## src/rtl/ailc_pkg.sv

```systemverilog
package ailc_pkg;

	// register indices; the byte address on the bus is four times the index
	localparam logic [11:0] IDX_MANUAL = 12'hb12;
	localparam logic [11:0] IDX_SPEED = 12'hb85;
	localparam logic [11:0] IDX_RATE = 12'hb8a;
	localparam logic [11:0] IDX_ENABLE = 12'hb8b;
	localparam logic [11:0] IDX_REF = 12'hba0;
	localparam logic [11:0] IDX_CHAN = 12'hba1;
	localparam logic [11:0] IDX_RATES = 12'hba2;
	localparam logic [11:0] IDX_GATE = 12'hba3;
	localparam logic [11:0] IDX_FLOOR = 12'hba4;
	localparam logic [11:0] IDX_STATUS = 12'hba8;
	localparam logic [11:0] IDX_COUNT = 12'hba9;
	localparam logic [11:0] IDX_ENVELOPE = 12'hbaa;

	// field positions
	localparam int MAN_GAIN_LSB = 0;
	localparam int MAN_SHIFT_LSB = 2;
	localparam int MAN_PATH_BIT = 7;
	localparam int ENV_K_LSB = 4;
	localparam int RATE_CLKEN_BIT = 0;
	localparam int RATE_CODE_LSB = 1;
	localparam int RATE_MODE_LSB = 6;
	localparam int EN_CODEC_BIT = 1;
	localparam int EN_HALF_BIT = 2;
	localparam int REF_LSB = 0;
	localparam int CEIL_LSB = 4;
	localparam int HOLD_LSB = 0;
	localparam int CHAN_SEL_LSB = 5;
	localparam int ATK_LSB = 0;
	localparam int DCY_LSB = 4;
	localparam int GATE_EN_BIT = 0;
	localparam int GATE_ACT_LSB = 1;
	localparam int GATE_THR_LSB = 3;
	localparam int FLOOR_LSB = 0;

	// reset values
	localparam logic [7:0] RST_REG = 8'h00;
	localparam logic [3:0] GAIN_RESET = 4'h7;

	// arithmetic constants
	localparam logic [3:0] SHIFT_UNITY = 4'h8;
	localparam logic [1:0] GATE_KEEP = 2'h0;
	localparam logic [1:0] GATE_HARD = 2'h1;
	localparam logic [1:0] GATE_SOFT = 2'h2;
	localparam logic [3:0] SOFT_ATT_MAX = 4'hf;

	typedef struct packed {
		logic signed [31:0] integ;
		logic signed [17:0] cic;
		logic signed [17:0] cic_d1;
		logic signed [17:0] cic_d2;
		logic signed [17:0] hb1;
		logic signed [17:0] hb1_d1;
		logic signed [17:0] hb1_d2;
		logic signed [17:0] hb2;
		logic signed [17:0] hb2_d1;
		logic signed [17:0] hb2_d2;
		logic signed [17:0] drp;
		logic signed [31:0] hpf_dc;
		logic signed [17:0] hpf;
		logic signed [15:0] man;
	} ailc_chan_type;

	typedef struct packed {
		logic [15:0] env;
		logic [3:0] gain;
		logic [15:0] rate_cnt;
		logic [15:0] hold_cnt;
		logic [3:0] soft_att;
		logic gate_on;
		logic out_valid;
		logic signed [15:0] out_data;
	} ailc_alc_type;

	function automatic logic [15:0] byte_addr(input logic [11:0] idx);
		return {2'h0, idx, 2'h0};
	endfunction : byte_addr

	// master clock divisor and normalising shift for each rate code
	function automatic logic [15:0] rate_table(input logic [4:0] code);
		logic [15:0] v;
		v = {4'h8, 12'h0fa};
		case (code)
			5'h06, 5'h04: v = {4'hb, 12'h5dc};
			5'h17, 5'h15: v = {4'hb, 12'h5d8};
			5'h19: v = {4'hb, 12'h440};
			5'h08: v = {4'ha, 12'h3e8};
			5'h0a: v = {4'ha, 12'h2ee};
			5'h1b: v = {4'ha, 12'h220};
			5'h1c: v = {4'h9, 12'h1f4};
			5'h0c: v = {4'h9, 12'h177};
			5'h13, 5'h11: v = {4'h9, 12'h110};
			5'h02, 5'h00: v = {4'h8, 12'h0fa};
			5'h1f: v = {4'h8, 12'h088};
			5'h0e: v = {4'h7, 12'h07d};
			default: v = {4'h8, 12'h0fa};
		endcase
		return v;
	endfunction : rate_table

	function automatic logic signed [15:0] sat16(input logic signed [31:0] x);
		if (x > 32'sh00007fff)
			return 16'sh7fff;
		else if (x < -32'sh00008000)
			return 16'sh8000;
		else
			return x[15:0];
	endfunction : sat16

	function automatic logic signed [17:0] sat18(input logic signed [31:0] x);
		if (x > 32'sh0001ffff)
			return 18'sh1ffff;
		else if (x < -32'sh00020000)
			return 18'sh20000;
		else
			return x[17:0];
	endfunction : sat18

endpackage : ailc_pkg

```

## src/rtl/ailc_top.sv

```systemverilog
`timescale 1ns/1ps
// What this block does
// - decimate via CIC, two half-bands, droop compensation, high-pass, in order
// - master clock 12 or 24 MHz; rate code picks the divisor
// - envelope averaging coefficient is two to minus speed exponent
// - channel select: 00 off, 01 right, 10 left, 11 both
// - gain falls when envelope above reference, rises otherwise
// - attack field sets fall rate, decay field sets rise rate
// - during decay the gain holds for the hold time first
// - gain clamped to ceiling above and floor below
// - noise gate enabled by one bit, acts below threshold
// - gate action: 00 keep gain, 01 hard mute, 10 soft mute
// - manual gain scales high-pass output by 1, 1.25, 1.5, 1.75
// - shift field 8 passes unshifted; above shifts left, below right
// - top bit of manual register clear selects analog microphone path
module ailc_top
	import ailc_pkg::*;
#(
	parameter int HPF_K = 8
)
(
	input wire logic pclk, // system clock, 50 MHz
	input wire logic presetn, // async reset, active low
	input wire logic psel, // APB select
	input wire logic penable, // APB access phase
	input wire logic pwrite, // APB write
	input wire logic [15:0] paddr, // APB byte address
	input wire logic [31:0] pwdata, // APB write data
	output logic [31:0] prdata, // APB read data
	output logic pready, // APB ready
	output logic pslverr, // APB error on unmapped address
	input wire logic adc_valid, // one converter sample per master clock
	input wire logic signed [15:0] adc_right, // right channel sample
	input wire logic signed [15:0] adc_left, // left channel sample
	output logic out_valid, // one-cycle output sample strobe
	output logic signed [15:0] out_right, // processed right sample
	output logic signed [15:0] out_left // processed left sample
);

	typedef struct packed {
		logic [7:0] manual;
		logic [7:0] speed;
		logic [7:0] rate;
		logic [7:0] enable;
		logic [7:0] refc;
		logic [7:0] chan;
		logic [7:0] rates;
		logic [7:0] gate;
		logic [7:0] floor_r;
		logic [31:0] prdata;
		logic pready;
		logic pslverr;
		logic [11:0] tick_cnt;
		logic [5:0] stage_v;
		logic [15:0] sample_cnt;
		ailc_chan_type [1:0] ch;
	} ailc_top_type;

	ailc_top_type r;
	ailc_top_type n;

	logic run;
	logic [15:0] rate_entry;
	logic [11:0] divisor;
	logic [3:0] norm_shift;
	logic hit;
	logic [31:0] rd_val;
	logic signed [15:0] adc_in [2];
	logic signed [31:0] acc;
	logic signed [31:0] tmp;
	logic signed [31:0] prod;
	logic [3:0] shift_f;
	logic [1:0] gain_f;
	logic [1:0] alc_v;
	logic signed [15:0] alc_data [2];
	logic [3:0] alc_gain [2];
	logic [15:0] alc_env [2];
	logic [1:0] alc_gate;

	assign adc_in[0] = adc_right;
	assign adc_in[1] = adc_left;

	// chain runs only with codec enable and clock enable both set
	assign run = r.enable[EN_CODEC_BIT] & r.rate[RATE_CLKEN_BIT];
	// divisor from rate code, doubled for the 24 MHz master clock
	assign rate_entry = rate_table(r.rate[RATE_CODE_LSB +: 5]);
	assign divisor = r.enable[EN_HALF_BIT] ? {rate_entry[10:0], 1'b0}
		: rate_entry[11:0];
	assign norm_shift = rate_entry[15:12] + {3'h0, r.enable[EN_HALF_BIT]};
	assign shift_f = r.manual[MAN_SHIFT_LSB +: 4];
	assign gain_f = r.manual[MAN_GAIN_LSB +: 2];

	// register read decode
	always_comb
	begin
		hit = 1'b1;
		rd_val = 32'h0;
		case (paddr)
			byte_addr(IDX_MANUAL): rd_val = {24'h0, r.manual};
			byte_addr(IDX_SPEED): rd_val = {24'h0, r.speed};
			byte_addr(IDX_RATE): rd_val = {24'h0, r.rate};
			byte_addr(IDX_ENABLE): rd_val = {24'h0, r.enable};
			byte_addr(IDX_REF): rd_val = {24'h0, r.refc};
			byte_addr(IDX_CHAN): rd_val = {24'h0, r.chan};
			byte_addr(IDX_RATES): rd_val = {24'h0, r.rates};
			byte_addr(IDX_GATE): rd_val = {24'h0, r.gate};
			byte_addr(IDX_FLOOR): rd_val = {24'h0, r.floor_r};
			byte_addr(IDX_STATUS):
				rd_val = {21'h0, run, alc_gate, alc_gain[1], alc_gain[0]};
			byte_addr(IDX_COUNT): rd_val = {16'h0, r.sample_cnt};
			byte_addr(IDX_ENVELOPE): rd_val = {alc_env[1], alc_env[0]};
			default:
			begin
				hit = 1'b0;
				rd_val = 32'h0;
			end
		endcase
	end

	always_comb
	begin
		n = r;
		acc = 32'sh0;
		tmp = 32'sh0;
		prod = 32'sh0;

		// bus answers in the first access cycle
		n.pready = 1'b0;
		n.pslverr = 1'b0;
		if (psel && !penable)
		begin
			n.pready = 1'b1;
			n.pslverr = !hit;
			n.prdata = pwrite ? 32'h0 : rd_val;
		end
		if (psel && penable && r.pready && pwrite && hit)
		begin
			case (paddr)
				byte_addr(IDX_MANUAL): n.manual = pwdata[7:0];
				byte_addr(IDX_SPEED): n.speed = pwdata[7:0];
				byte_addr(IDX_RATE): n.rate = pwdata[7:0];
				byte_addr(IDX_ENABLE): n.enable = pwdata[7:0];
				byte_addr(IDX_REF): n.refc = pwdata[7:0];
				byte_addr(IDX_CHAN): n.chan = pwdata[7:0];
				byte_addr(IDX_RATES): n.rates = pwdata[7:0];
				byte_addr(IDX_GATE): n.gate = pwdata[7:0];
				byte_addr(IDX_FLOOR): n.floor_r = pwdata[7:0];
				// status, count and envelope are read only
				default: n.enable = r.enable;
			endcase
		end

		// one strobe walks down the stages, one stage per cycle
		n.stage_v = {r.stage_v[4:0], 1'b0};

		if (!run)
		begin
			// stopping the chain drops a partial decimation window
			n.tick_cnt = 12'h0;
			n.stage_v = 6'h0;
			for (int i = 0; i < 2; i++)
				n.ch[i].integ = 32'sh0;
		end
		else if (adc_valid)
		begin
			if (r.tick_cnt == divisor - 12'h1)
			begin
				n.tick_cnt = 12'h0;
				n.stage_v[0] = 1'b1;
			end
			else
				n.tick_cnt = r.tick_cnt + 12'h1;
		end

		for (int i = 0; i < 2; i++)
		begin
			// CIC integrate and dump over one output period
			if (run && adc_valid)
			begin
				acc = r.ch[i].integ + 32'(adc_in[i]);
				if (r.tick_cnt == divisor - 12'h1)
				begin
					n.ch[i].cic = sat18(acc >>> norm_shift);
					n.ch[i].integ = 32'sh0;
				end
				else
					n.ch[i].integ = acc;
			end
			if (r.stage_v[0])
			begin
				tmp = 32'(r.ch[i].cic) + (32'(r.ch[i].cic_d1) <<< 1)
					+ 32'(r.ch[i].cic_d2);
				n.ch[i].hb1 = sat18(tmp >>> 2);
				n.ch[i].cic_d1 = r.ch[i].cic;
				n.ch[i].cic_d2 = r.ch[i].cic_d1;
			end
			if (r.stage_v[1])
			begin
				tmp = 32'(r.ch[i].hb1) + (32'(r.ch[i].hb1_d1) <<< 1)
					+ 32'(r.ch[i].hb1_d2);
				n.ch[i].hb2 = sat18(tmp >>> 2);
				n.ch[i].hb1_d1 = r.ch[i].hb1;
				n.ch[i].hb1_d2 = r.ch[i].hb1_d1;
			end
			// droop compensation lifts the top of the band
			if (r.stage_v[2])
			begin
				tmp = (32'(r.ch[i].hb2) <<< 1) - 32'(r.ch[i].hb2_d1)
					- 32'(r.ch[i].hb2_d2);
				n.ch[i].drp = sat18(32'(r.ch[i].hb2) + (tmp >>> 3));
				n.ch[i].hb2_d1 = r.ch[i].hb2;
				n.ch[i].hb2_d2 = r.ch[i].hb2_d1;
			end
			// high-pass: subtract a slow running mean
			if (r.stage_v[3])
			begin
				tmp = 32'(r.ch[i].drp) - (r.ch[i].hpf_dc >>> HPF_K);
				n.ch[i].hpf = sat18(tmp);
				n.ch[i].hpf_dc = r.ch[i].hpf_dc + tmp;
			end
			if (r.stage_v[4])
			begin
				// manual stage only on the analog microphone path
				if (!r.manual[MAN_PATH_BIT])
				begin
					// gain of one plus a quarter per step
					prod = 32'(r.ch[i].hpf)
						+ ((32'(r.ch[i].hpf) * $signed({30'h0, gain_f})) >>> 2);
					if (shift_f >= SHIFT_UNITY)
						prod = prod <<< (shift_f - SHIFT_UNITY);
					else
						prod = prod >>> (SHIFT_UNITY - shift_f);
					n.ch[i].man = sat16(prod);
				end
				else
					n.ch[i].man = sat16(32'(r.ch[i].hpf));
			end
		end

		if (r.stage_v[5])
			n.sample_cnt = r.sample_cnt + 16'h1;
	end

	always_ff @(posedge pclk or negedge presetn)
	begin
		if (!presetn)
		begin
			r <= '0;
			r.manual <= RST_REG;
			r.speed <= RST_REG;
			r.rate <= RST_REG;
			r.enable <= RST_REG;
			r.refc <= RST_REG;
			r.chan <= RST_REG;
			r.rates <= RST_REG;
			r.gate <= RST_REG;
			r.floor_r <= RST_REG;
		end
		else
			r <= n;
	end

	// channel 0 is right, channel 1 is left
	for (genvar g = 0; g < 2; g++)
	begin : g_alc
		ailc_alc u_alc (
			.pclk(pclk),
			.presetn(presetn),
			.in_valid(r.stage_v[5]),
			.in_data(r.ch[g].man),
			// select bit per channel switches level control
			.alc_on(r.chan[CHAN_SEL_LSB + g]),
			.env_k(r.speed[ENV_K_LSB +: 4]),
			.ref_lvl(r.refc[REF_LSB +: 4]),
			.ceiling(r.refc[CEIL_LSB +: 4]),
			.floor_lvl(r.floor_r[FLOOR_LSB +: 3]),
			.gain_attack_rate(r.rates[ATK_LSB +: 4]),
			.gain_decay_rate(r.rates[DCY_LSB +: 4]),
			.hold(r.chan[HOLD_LSB +: 4]),
			.gate_en(r.gate[GATE_EN_BIT]),
			.gate_act(r.gate[GATE_ACT_LSB +: 2]),
			.gate_thr(r.gate[GATE_THR_LSB +: 5]),
			.out_valid(alc_v[g]),
			.out_data(alc_data[g]),
			.gain_level(alc_gain[g]),
			.envelope(alc_env[g]),
			.gate_active(alc_gate[g])
		);
	end

	assign prdata = r.prdata;
	assign pready = r.pready;
	assign pslverr = r.pslverr;
	// both channels are strobed together, so either strobe will do
	assign out_valid = alc_v[0];
	assign out_right = alc_data[0];
	assign out_left = alc_data[1];

endmodule : ailc_top

```

## src/rtl/ailc_alc.sv

```systemverilog
`timescale 1ns/1ps
module ailc_alc
	import ailc_pkg::*;
(
	input wire logic pclk, // system clock
	input wire logic presetn, // async reset, active low
	input wire logic in_valid, // one sample this cycle
	input wire logic signed [15:0] in_data, // sample after manual stage
	input wire logic alc_on, // level control acts on this channel
	input wire logic [3:0] env_k, // envelope speed exponent
	input wire logic [3:0] ref_lvl, // level reference
	input wire logic [3:0] ceiling, // gain ceiling
	input wire logic [2:0] floor_lvl, // gain floor
	input wire logic [3:0] gain_attack_rate, // attack rate
	input wire logic [3:0] gain_decay_rate, // decay rate
	input wire logic [3:0] hold, // hold time
	input wire logic gate_en, // noise gate enable
	input wire logic [1:0] gate_act, // noise gate action
	input wire logic [4:0] gate_thr, // noise gate threshold
	output logic out_valid, // one-cycle sample strobe
	output logic signed [15:0] out_data, // regulated sample
	output logic [3:0] gain_level, // current gain step
	output logic [15:0] envelope, // detected envelope
	output logic gate_active // gate closed on last sample
);

	ailc_alc_type r;
	ailc_alc_type n;
	logic [15:0] mag;
	logic signed [31:0] diff;
	logic signed [31:0] scaled;
	logic gate;
	logic over;

	always_comb
	begin
		n = r;
		mag = in_data[15] ? 16'(-in_data) : in_data;
		diff = 32'sh0;
		scaled = 32'sh0;
		gate = 1'b0;
		over = 1'b0;
		n.out_valid = in_valid;
		if (in_valid)
		begin
			diff = $signed({16'h0, mag}) - $signed({16'h0, r.env});
			n.env = 16'(32'(r.env) + (diff >>> env_k));
			gate = gate_en && (r.env < {1'b0, gate_thr, 10'h0});
			over = r.env > {ref_lvl, 12'h0};
			n.gate_on = gate;
			if (alc_on && !(gate && gate_act == GATE_KEEP))
			begin
				if (over)
				begin
					n.hold_cnt = 16'h0;
					n.rate_cnt = r.rate_cnt + 16'h1;
					if (r.rate_cnt >= (16'h1 << gain_attack_rate))
					begin
						n.rate_cnt = 16'h0;
						if (r.gain != 4'h0)
							n.gain = r.gain - 4'h1;
					end
				end
				else if (r.hold_cnt < (16'h1 << hold))
				begin
					n.hold_cnt = r.hold_cnt + 16'h1;
					n.rate_cnt = 16'h0;
				end
				else
				begin
					n.rate_cnt = r.rate_cnt + 16'h1;
					if (r.rate_cnt >= (16'h1 << gain_decay_rate))
					begin
						n.rate_cnt = 16'h0;
						if (r.gain != 4'hf)
							n.gain = r.gain + 4'h1;
					end
				end
				if (n.gain < {1'b0, floor_lvl})
					n.gain = {1'b0, floor_lvl};
				if (n.gain > ceiling)
					n.gain = ceiling;
			end
			// gain steps are eighths, step seven is unity
			if (alc_on)
				scaled = (32'(in_data) * $signed({28'h0, n.gain} + 32'h1)) >>> 3;
			else
				scaled = 32'(in_data);
			if (gate && gate_act == GATE_SOFT)
			begin
				if (r.soft_att != SOFT_ATT_MAX)
					n.soft_att = r.soft_att + 4'h1;
			end
			else if (r.soft_att != 4'h0)
				n.soft_att = r.soft_att - 4'h1;
			if (gate && gate_act == GATE_HARD)
				n.out_data = 16'sh0;
			else
				n.out_data = sat16(scaled >>> n.soft_att);
		end
	end

	always_ff @(posedge pclk or negedge presetn)
	begin
		if (!presetn)
		begin
			r <= '0;
			r.gain <= GAIN_RESET;
		end
		else
			r <= n;
	end

	assign out_valid = r.out_valid;
	assign out_data = r.out_data;
	assign gain_level = r.gain;
	assign envelope = r.env;
	assign gate_active = r.gate_on;

endmodule : ailc_alc

```

## config.mk

```make
export PLATFORM = sky130hd
export DESIGN_NAME = ailc_top
export DESIGN_NICKNAME = d
export VERILOG_FILES = /design/src/rtl/ailc_pkg.sv /design/src/rtl/ailc_top.sv /design/src/rtl/ailc_alc.sv
export SDC_FILE = /design/constraint.sdc
export NUM_CORES = 2
export LEC_CHECK = 0
export CORE_UTILIZATION = 50
export DETAILED_ROUTE_END_ITERATION = 7
export DONT_BUFFER_PORTS = 1
export RECOVER_POWER = 50
export SYNTH_ARGS = -nofsm -noshare
export SYNTH_HDL_FRONTEND = slang
export SYNTH_SLANG_ARGS = --single-unit
```

## constraint.sdc

```tcl
create_clock -name pclk -period 24.6 [get_ports pclk]
set_clock_uncertainty 0.05 [all_clocks]
set_input_delay 4.92 -clock pclk [delete_from_list [all_inputs] [get_ports pclk]]
set_output_delay 4.92 -clock pclk [all_outputs]
set_load 0.05 [all_outputs]
```

Word level (Yosys, flattened, before mapping)
Memory sizes are Yosys's and may differ from the RTL's.
Index checks and enable logic that the tools add are counted.
{"block": "word_totals", "reg_bits": 843, "mem_bits_ro": 480, "n_memories": 1, "output_inout_bits": 67}
{"memory": "(name not given)", "words": 32, "width": 15, "read_ports": 1, "rd_clocked_by_memory_dff": 0, "wr": 0, "line_no": "ailc_pkg.sv:85", "source": "case (code)"}
{"block": "classes", "shift": 13, "mul": 4, "n_mux": 107, "n_eq_ne": 25, "bitwise_logic": 1, "order_cmp": 47, "n_reduce_logical": 40, "n_addsub": 48}
{"cell": "2-to-1 mux 32 bit", "count": 14}
{"cell": "2-to-1 mux 18 bit", "count": 22}
{"cell": "one-hot mux 32 bit (12 select lines)", "count": 1}
{"cell": "2-to-1 mux 36 bit", "count": 10}
{"cell": "2-to-1 mux 16 bit", "count": 22}
{"cell": "equality test 16 x 14 -> 1 bit, second input constant", "count": 12}
{"cell": "> comparator 32 x 16 -> 1 bit, second input constant", "count": 4}
{"cell": "less-than comparator 32 x 16 -> 1 bit, second input constant", "count": 4}
{"cell": ">>> shifter 32 x 4 -> 32 bit", "count": 4}
{"cell": "adder 18 x 19 -> 20 bit", "count": 6}
{"cell": "> comparator 19 x 18 -> 1 bit, second input constant", "count": 6}
{"cell": "less-than comparator 19 x 18 -> 1 bit, second input constant", "count": 6}
{"cell": "2-to-1 mux 50 bit", "count": 2}
{"cell": "2-to-1 mux 4 bit", "count": 22}
{"cell": "adder 20 x 18 -> 21 bit", "count": 4}
{"cell": "adder 16 x 1 -> 16 bit, second input constant", "count": 5}
{"cell": "2-to-1 mux 20 bit", "count": 4}
{"cell": "adder 32 x 16 -> 32 bit", "count": 2}
{"cell": "adder 32 x 25 -> 32 bit", "count": 2}
{"cell": ">= comparator 16 bit", "count": 4}
{"cell": "> comparator 32 x 18 -> 1 bit, second input constant", "count": 2}
{"cell": "less-than comparator 32 x 18 -> 1 bit, second input constant", "count": 2}
{"cell": "<<< shifter 20 x 4 -> 32 bit", "count": 2}
{"cell": ">>> shifter 20 x 4 -> 32 bit", "count": 2}
{"cell": "other kinds (48)", "count": 121}

Longest topological paths before layout
{"block": "logic_depth", "ltp_word": 24, "ltp_mapped": 57, "mapped_depth_nobuf": 53}

Hierarchy
A second synthesis with hierarchy kept.
{"block": "unflattened", "hier_cells": 9558, "hier_area_um2": 81987.4}
{"mod": "ailc_top", "seq_area_each_um2": 17416.7, "instances": 1, "cells_each": 6386, "area_per_inst_um2": 56913.3}
{"mod": "ailc_alc at g_alc[0].u_alc", "seq_area_each_um2": 1855.5, "instances": 1, "cells_each": 1596, "area_per_inst_um2": 12618.4}
{"mod": "ailc_alc at g_alc[1].u_alc", "seq_area_each_um2": 1855.5, "instances": 1, "cells_each": 1576, "area_per_inst_um2": 12455.7}

Worst setup path after synthesis
Ideal clock, no wire load.
{"block": "synth_timing", "kind": "register -> register", "startpoint": "reg r[646] in the netlist's numbering", "endpoint": "reg g_alc[0].u_alc.r, in the netlist g_alc[0].u_alc.out_data[3]", "setup_time_ps": 146, "required_time_ps": 24404, "path_stages_with_launch": 56, "period_less_slack_ps": 11161, "path_slack_ps": 13439, "arrival_ps": 10965, "path_cell_list": "dfrtp_1 clkbuf_1 nor2_1 nand3_1 ha_1 a21o_1 a21o_1 a21o_1 a21oi_1 o211ai_1 a221o_1 and3_1 a211oi_1 nor2_1 ha_1 inv_1 nand3_1 a311o_1 [... 20 more ...] inv_1 fa_1 ha_1 nor2b_1 o21a_1 o21ai_0 a211o_1 a21oi_1 o21ai_0 a2111oi_0 a211oi_1 mux2i_1 o21ai_0 o21ai_1 or2_2 nand2b_1 clkbuf_1 o221ai_1"}
{"block": "synth_via", "elab_chain_cells": 24, "word_cells_on_any_way": 25, "cone_classes": "1 x add/sub; 1 x mul; 5 x order compare; 2 x shift; 16 x mux"}
{"item": "from (decl)", "line_no": "ailc_top.sv:59", "source": "ailc_top_type r;"}
{"item": "from (signal assigned)", "line_no": "ailc_top.sv:260", "source": "r <= n;"}
{"item": "<< shifter 1 x 4 -> 16 bit (*)", "line_no": "ailc_alc.sv:72", "source": "if (r.rate_cnt >= (16'h1 << gain_decay_rate))"}
{"item": ">= comparator 16 bit (*)", "line_no": "ailc_alc.sv:72"}
{"item": "2-to-1 mux 20 bit (*)", "line_no": "ailc_alc.sv:72"}
{"item": "2-to-1 mux 4 bit (*)", "line_no": "ailc_alc.sv:64", "source": "else if (r.hold_cnt < (16'h1 << hold))"}
{"item": "2-to-1 mux 36 bit (*)", "line_no": "ailc_alc.sv:53", "source": "if (over)"}
{"item": "2-to-1 mux 36 bit (*)", "line_no": "ailc_alc.sv:51", "source": "if (alc_on && !(gate && gate_act == GATE_KEEP))"}
{"item": "2-to-1 mux 36 bit (*)", "line_no": "ailc_alc.sv:44", "source": "if (in_valid)"}
{"item": "less-than comparator 4 x 3 -> 1 bit", "line_no": "ailc_alc.sv:79", "source": "if (n.gain < {1'b0, floor_lvl})"}
{"item": "[... 8 more ...]"}
{"item": "multiplier 16 x 6 -> 22 bit (*)", "line_no": "ailc_alc.sv:86", "source": "scaled = (32'(in_data) * $signed({28'h0, n.gain} + 32'h1)) >>> 3;"}
{"item": "2-to-1 mux 32 bit (*)", "line_no": "ailc_alc.sv:85", "source": "if (alc_on)"}
{"item": "2-to-1 mux 32 bit (*)", "line_no": "ailc_alc.sv:44"}
{"item": ">>> shifter 32 x 4 -> 32 bit (*)", "line_no": "ailc_alc.sv:99", "source": "n.out_data = sat16(scaled >>> n.soft_att);"}
{"item": "less-than comparator 32 x 16 -> 1 bit", "line_no": "ailc_pkg.sv:106", "source": "else if (x < -32'sh00008000)"}
{"item": "2-to-1 mux 16 bit", "line_no": "ailc_pkg.sv:106"}
{"item": "2-to-1 mux 16 bit (*)", "line_no": "ailc_pkg.sv:104", "source": "if (x > 32'sh00007fff)"}
{"item": "2-to-1 mux 16 bit (*)", "line_no": "ailc_alc.sv:96", "source": "if (gate && gate_act == GATE_HARD)"}
{"item": "to (signal assigned)", "line_no": "ailc_alc.sv:111", "source": "r <= n;"}
{"item": "to (decl)", "line_no": "ailc_alc.sv:27", "source": "ailc_alc_type r;"}
Mark *: on every way between the ends. The rest lies on a longest branch, timed or not. The select of a mux whose other input is x is not followed.
A chain may end at the register's enable or synchronous reset.

==> flow_summary.yaml <==
run_status:
  status: "finished with violations"
  violations: "design-rule violations, max-capacitance violations, max-slew violations"
final_layout:
  drive_gt1_share_pct: 8.47
  diodes: 0
  area_delta_synth_final_pct: 5.82
  final_nets: 9986
  final_core_util_pct: 53.5
  final_cells: 11100
yosys:
  yosysWarningCount: 0
  synth_area_leaders: "dfrtp_1 (26%), ha_1 (11%), fa_1 (5.6%)"
  ys_types: 127
  syn_area_um2: 80400
  synth_edf_count: 0
  yosys.area.top_type: "dfrtp_1"
  syn_nets: 10300
  ys_ff_latch: 843
  yosysTopAreaCellShare_pct: 26.1
  yosysSeqAreaShare_pct: 26.3
  ys.flop_type: "dfrtp_1"
  postSynthAreaPerCell_um2: 8.66
  synthCells: 9282
  synthArstFlopShare_pct: 100
place:
  dp_cells: 10900
  io_buffers: 0
  hpwl_um: 158000
  gp_congestion: 0.923
grt:
  gr-usage-all-layers_pct: 25.8
  grt_pass1_vias: 65200
  grt_max_degree: 844
  grt_overflow: 0
  grt_pass1_wl_um: 348000
  antenna_found_initial: 0
die:
  die_x_um: 403
  start_util_pct: 50.6
  dieHeight_um: 403
  dieArea_um2: 162000
  coreArea_um2: 159000
  top_level_ports: 153
  row_count: 146
clock_tree:
  cts_resized: 0
  cts_tree: "built"
  ctsHoldBuffers: 0
  max-clock-path-buffers: 3
  cts.sinks: 843
  post_cts_buffers: 0
  cts_root_buffer: "clkbuf_16"
  path_clk_slew_ns: 0.07
  cts_buffers: 102
  clkLatencyLatePin_ns: 0.75
  htreeDepth: 3
power:
  power_density_nw_per_um2: 36.7
  peakVddDrop_v: 0.0000594
  totalPowerFinal_mw: 3.12
  power.leakage_nw: 40.0
timing:
  final.period_utilization_pct: 65.6
  min_period_ns: 16.13
  worstMarginPinSlew_ns: 11.46
  final_max_slew_viol_count: 1081
  setup_violations: 0
  setup-tns-final_ns: 0
  rsz0062_at_grt: "no"
  max_freq_mhz: 62.0
  hold_viol: 0
  maxSlewHeadroom_pct: -664
worst_setup_path:
  crit_family: "buffers and inverters"
  rr_worst_depth: 50
  cp_slowest_cell: "clkbuf_1"
  critical_path_class: "in -> async"
  cp_num_buf_inv: 1
  required_ns: 21.55
  arrival_ns: 13.07
  startpoint_type: "primary input"
  path_cells: "clkbuf_1"
  path_max_fanout: 206
  crit_path_end_kind: "asynchronous set/reset pin"
  cpPeakStageDelay_ns: 7.86
  worstSetupPathDepth: 1
drt:
  drt_iter0_drc: 4460
  drcViolationCount: 34
  drt-pass1-iter-count: 8
  vias: 66700
  postRouteAntennaNets: 0
  routed_wl_um: 211000
  avgRoutedWirePerCell_um: 19.0
  vias_per_cell: 6.01
min_path:
  hold_class: "reg -> reg"
  min_path_cells: 2
flow_run:
  drv_cap: 14
-- kinds of logic (layout without fill, tap and decap cells) --
logic type / Yosys count / count (layout) / synth area share, %
DFF: 843 / 843 / 26.3
buffers and inverters: 1102 / 863 / 5.53
and+or+nand+nor: 2790 / 2790 / 16.6
AOI/OAI and AO/OA: 2524 / 2524 / 21.0
adders and majority gates: 952 / 952 / 16.9
xor gates and xnor gates: 498 / 498 / 5.45
muxes: 573 / 573 / 8.23
-- where the power goes --
part           internal, mW  leakage, nW  switching, mW  total [mW]
combinational        0.0257         26.5         0.0674      0.0932
sequential             1.39         11.7       0.000690        1.39
clock                 0.979         1.78          0.657        1.64
total                  2.39         40.0          0.725        3.12
-- cell usage in the layout, fill, tap and decap left out, types with 251 or more instances in the layout --
cell	Yosys	layout
inv_1	591	590
nand2_1	832	832
ha_1	721	719
nor2_1	725	722
and2_1	254	251
a21oi_1	573	571
mux2_2	334	334
xnor2_1	345	341
o21ai_0	584	588
dfrtp_1	837	830
-- cell usage after synthesis, drive strengths merged (48+ instances only) --
cell and count:
nor2b 100, a31oi 95, nand4 48, nor4 50, and3 85, a211oi 157
o21a 101, nor3 201, dfrtp 837, buf 146, xor2 151, nor2 725
inv 592, a21oi 579, nand2 834, o21bai 74, xnor2 347, nand3 205
or3 73, mux2 335, nand2b 64, o21ai 606, o211ai 114, and2 256
ha 721, mux2i 202, fa 224, clkbuf 357, a21o 168, a22o 70
-- cell type report --
type	instances	area, µm²
repair buffers	72	528
fillers	14700	73900
clock buffers	140	2870
well taps	2072	2590
flip-flops and latches	843	21100
multi-input cells	7337	54900
inverters	599	2250
clock inverters	52	761
-- per-layer routing --
layer  wire [µm]  up-vias  GRT usage (%)
met5           0        -              0
met4        6570        0           7.84
met3        8760      302           2.84
met2       99100     1441           43.0
met1       97000    32300           35.2
li1            -    32700              -
-- sequential cells by signal (all words and copies together), names as in the netlist --
name and cells:
g_alc.u_alc.gate_active 2, prdata 32, r 660, g_alc.u_alc.gain_level 8, pready 1, g_alc.u_alc.envelope 32
g_alc.u_alc.out_data 32, gain_f 2, pslverr 1, g_alc.u_alc.r 72, g_alc.u_alc.out_valid 1
-- path summary, 6_finish.rpt --
path	from	end	slack, ns
max	presetn	r[691]	8.47
min	r[104]	r[86]	0.41
max reg2reg	r[657]	g_alc[0].u_alc.out_data[6]	10.79
min reg2reg	r[104]	r[86]	0.41
max in group pclk	r[657]	g_alc[0].u_alc.out_data[6]	10.79
min in group asynchronous	presetn	r[647]	3.82
-- through the flow --
stage / hold slack (ns) / cell area, µm² / setup slack (ns)
after global routing: 0.432 / 85100 / 5.97
after CTS: 0.412 / 85100 / 10.99
after global placement: 0.406 / 81400 / 11.24
after floorplan: 0.355 / 80400 / 13.44
after detailed placement: 0.414 / 81400 / 11.09
final: 0.414 / 85100 / 8.47
No activity file was read; power rests on OpenSTA's default activity.
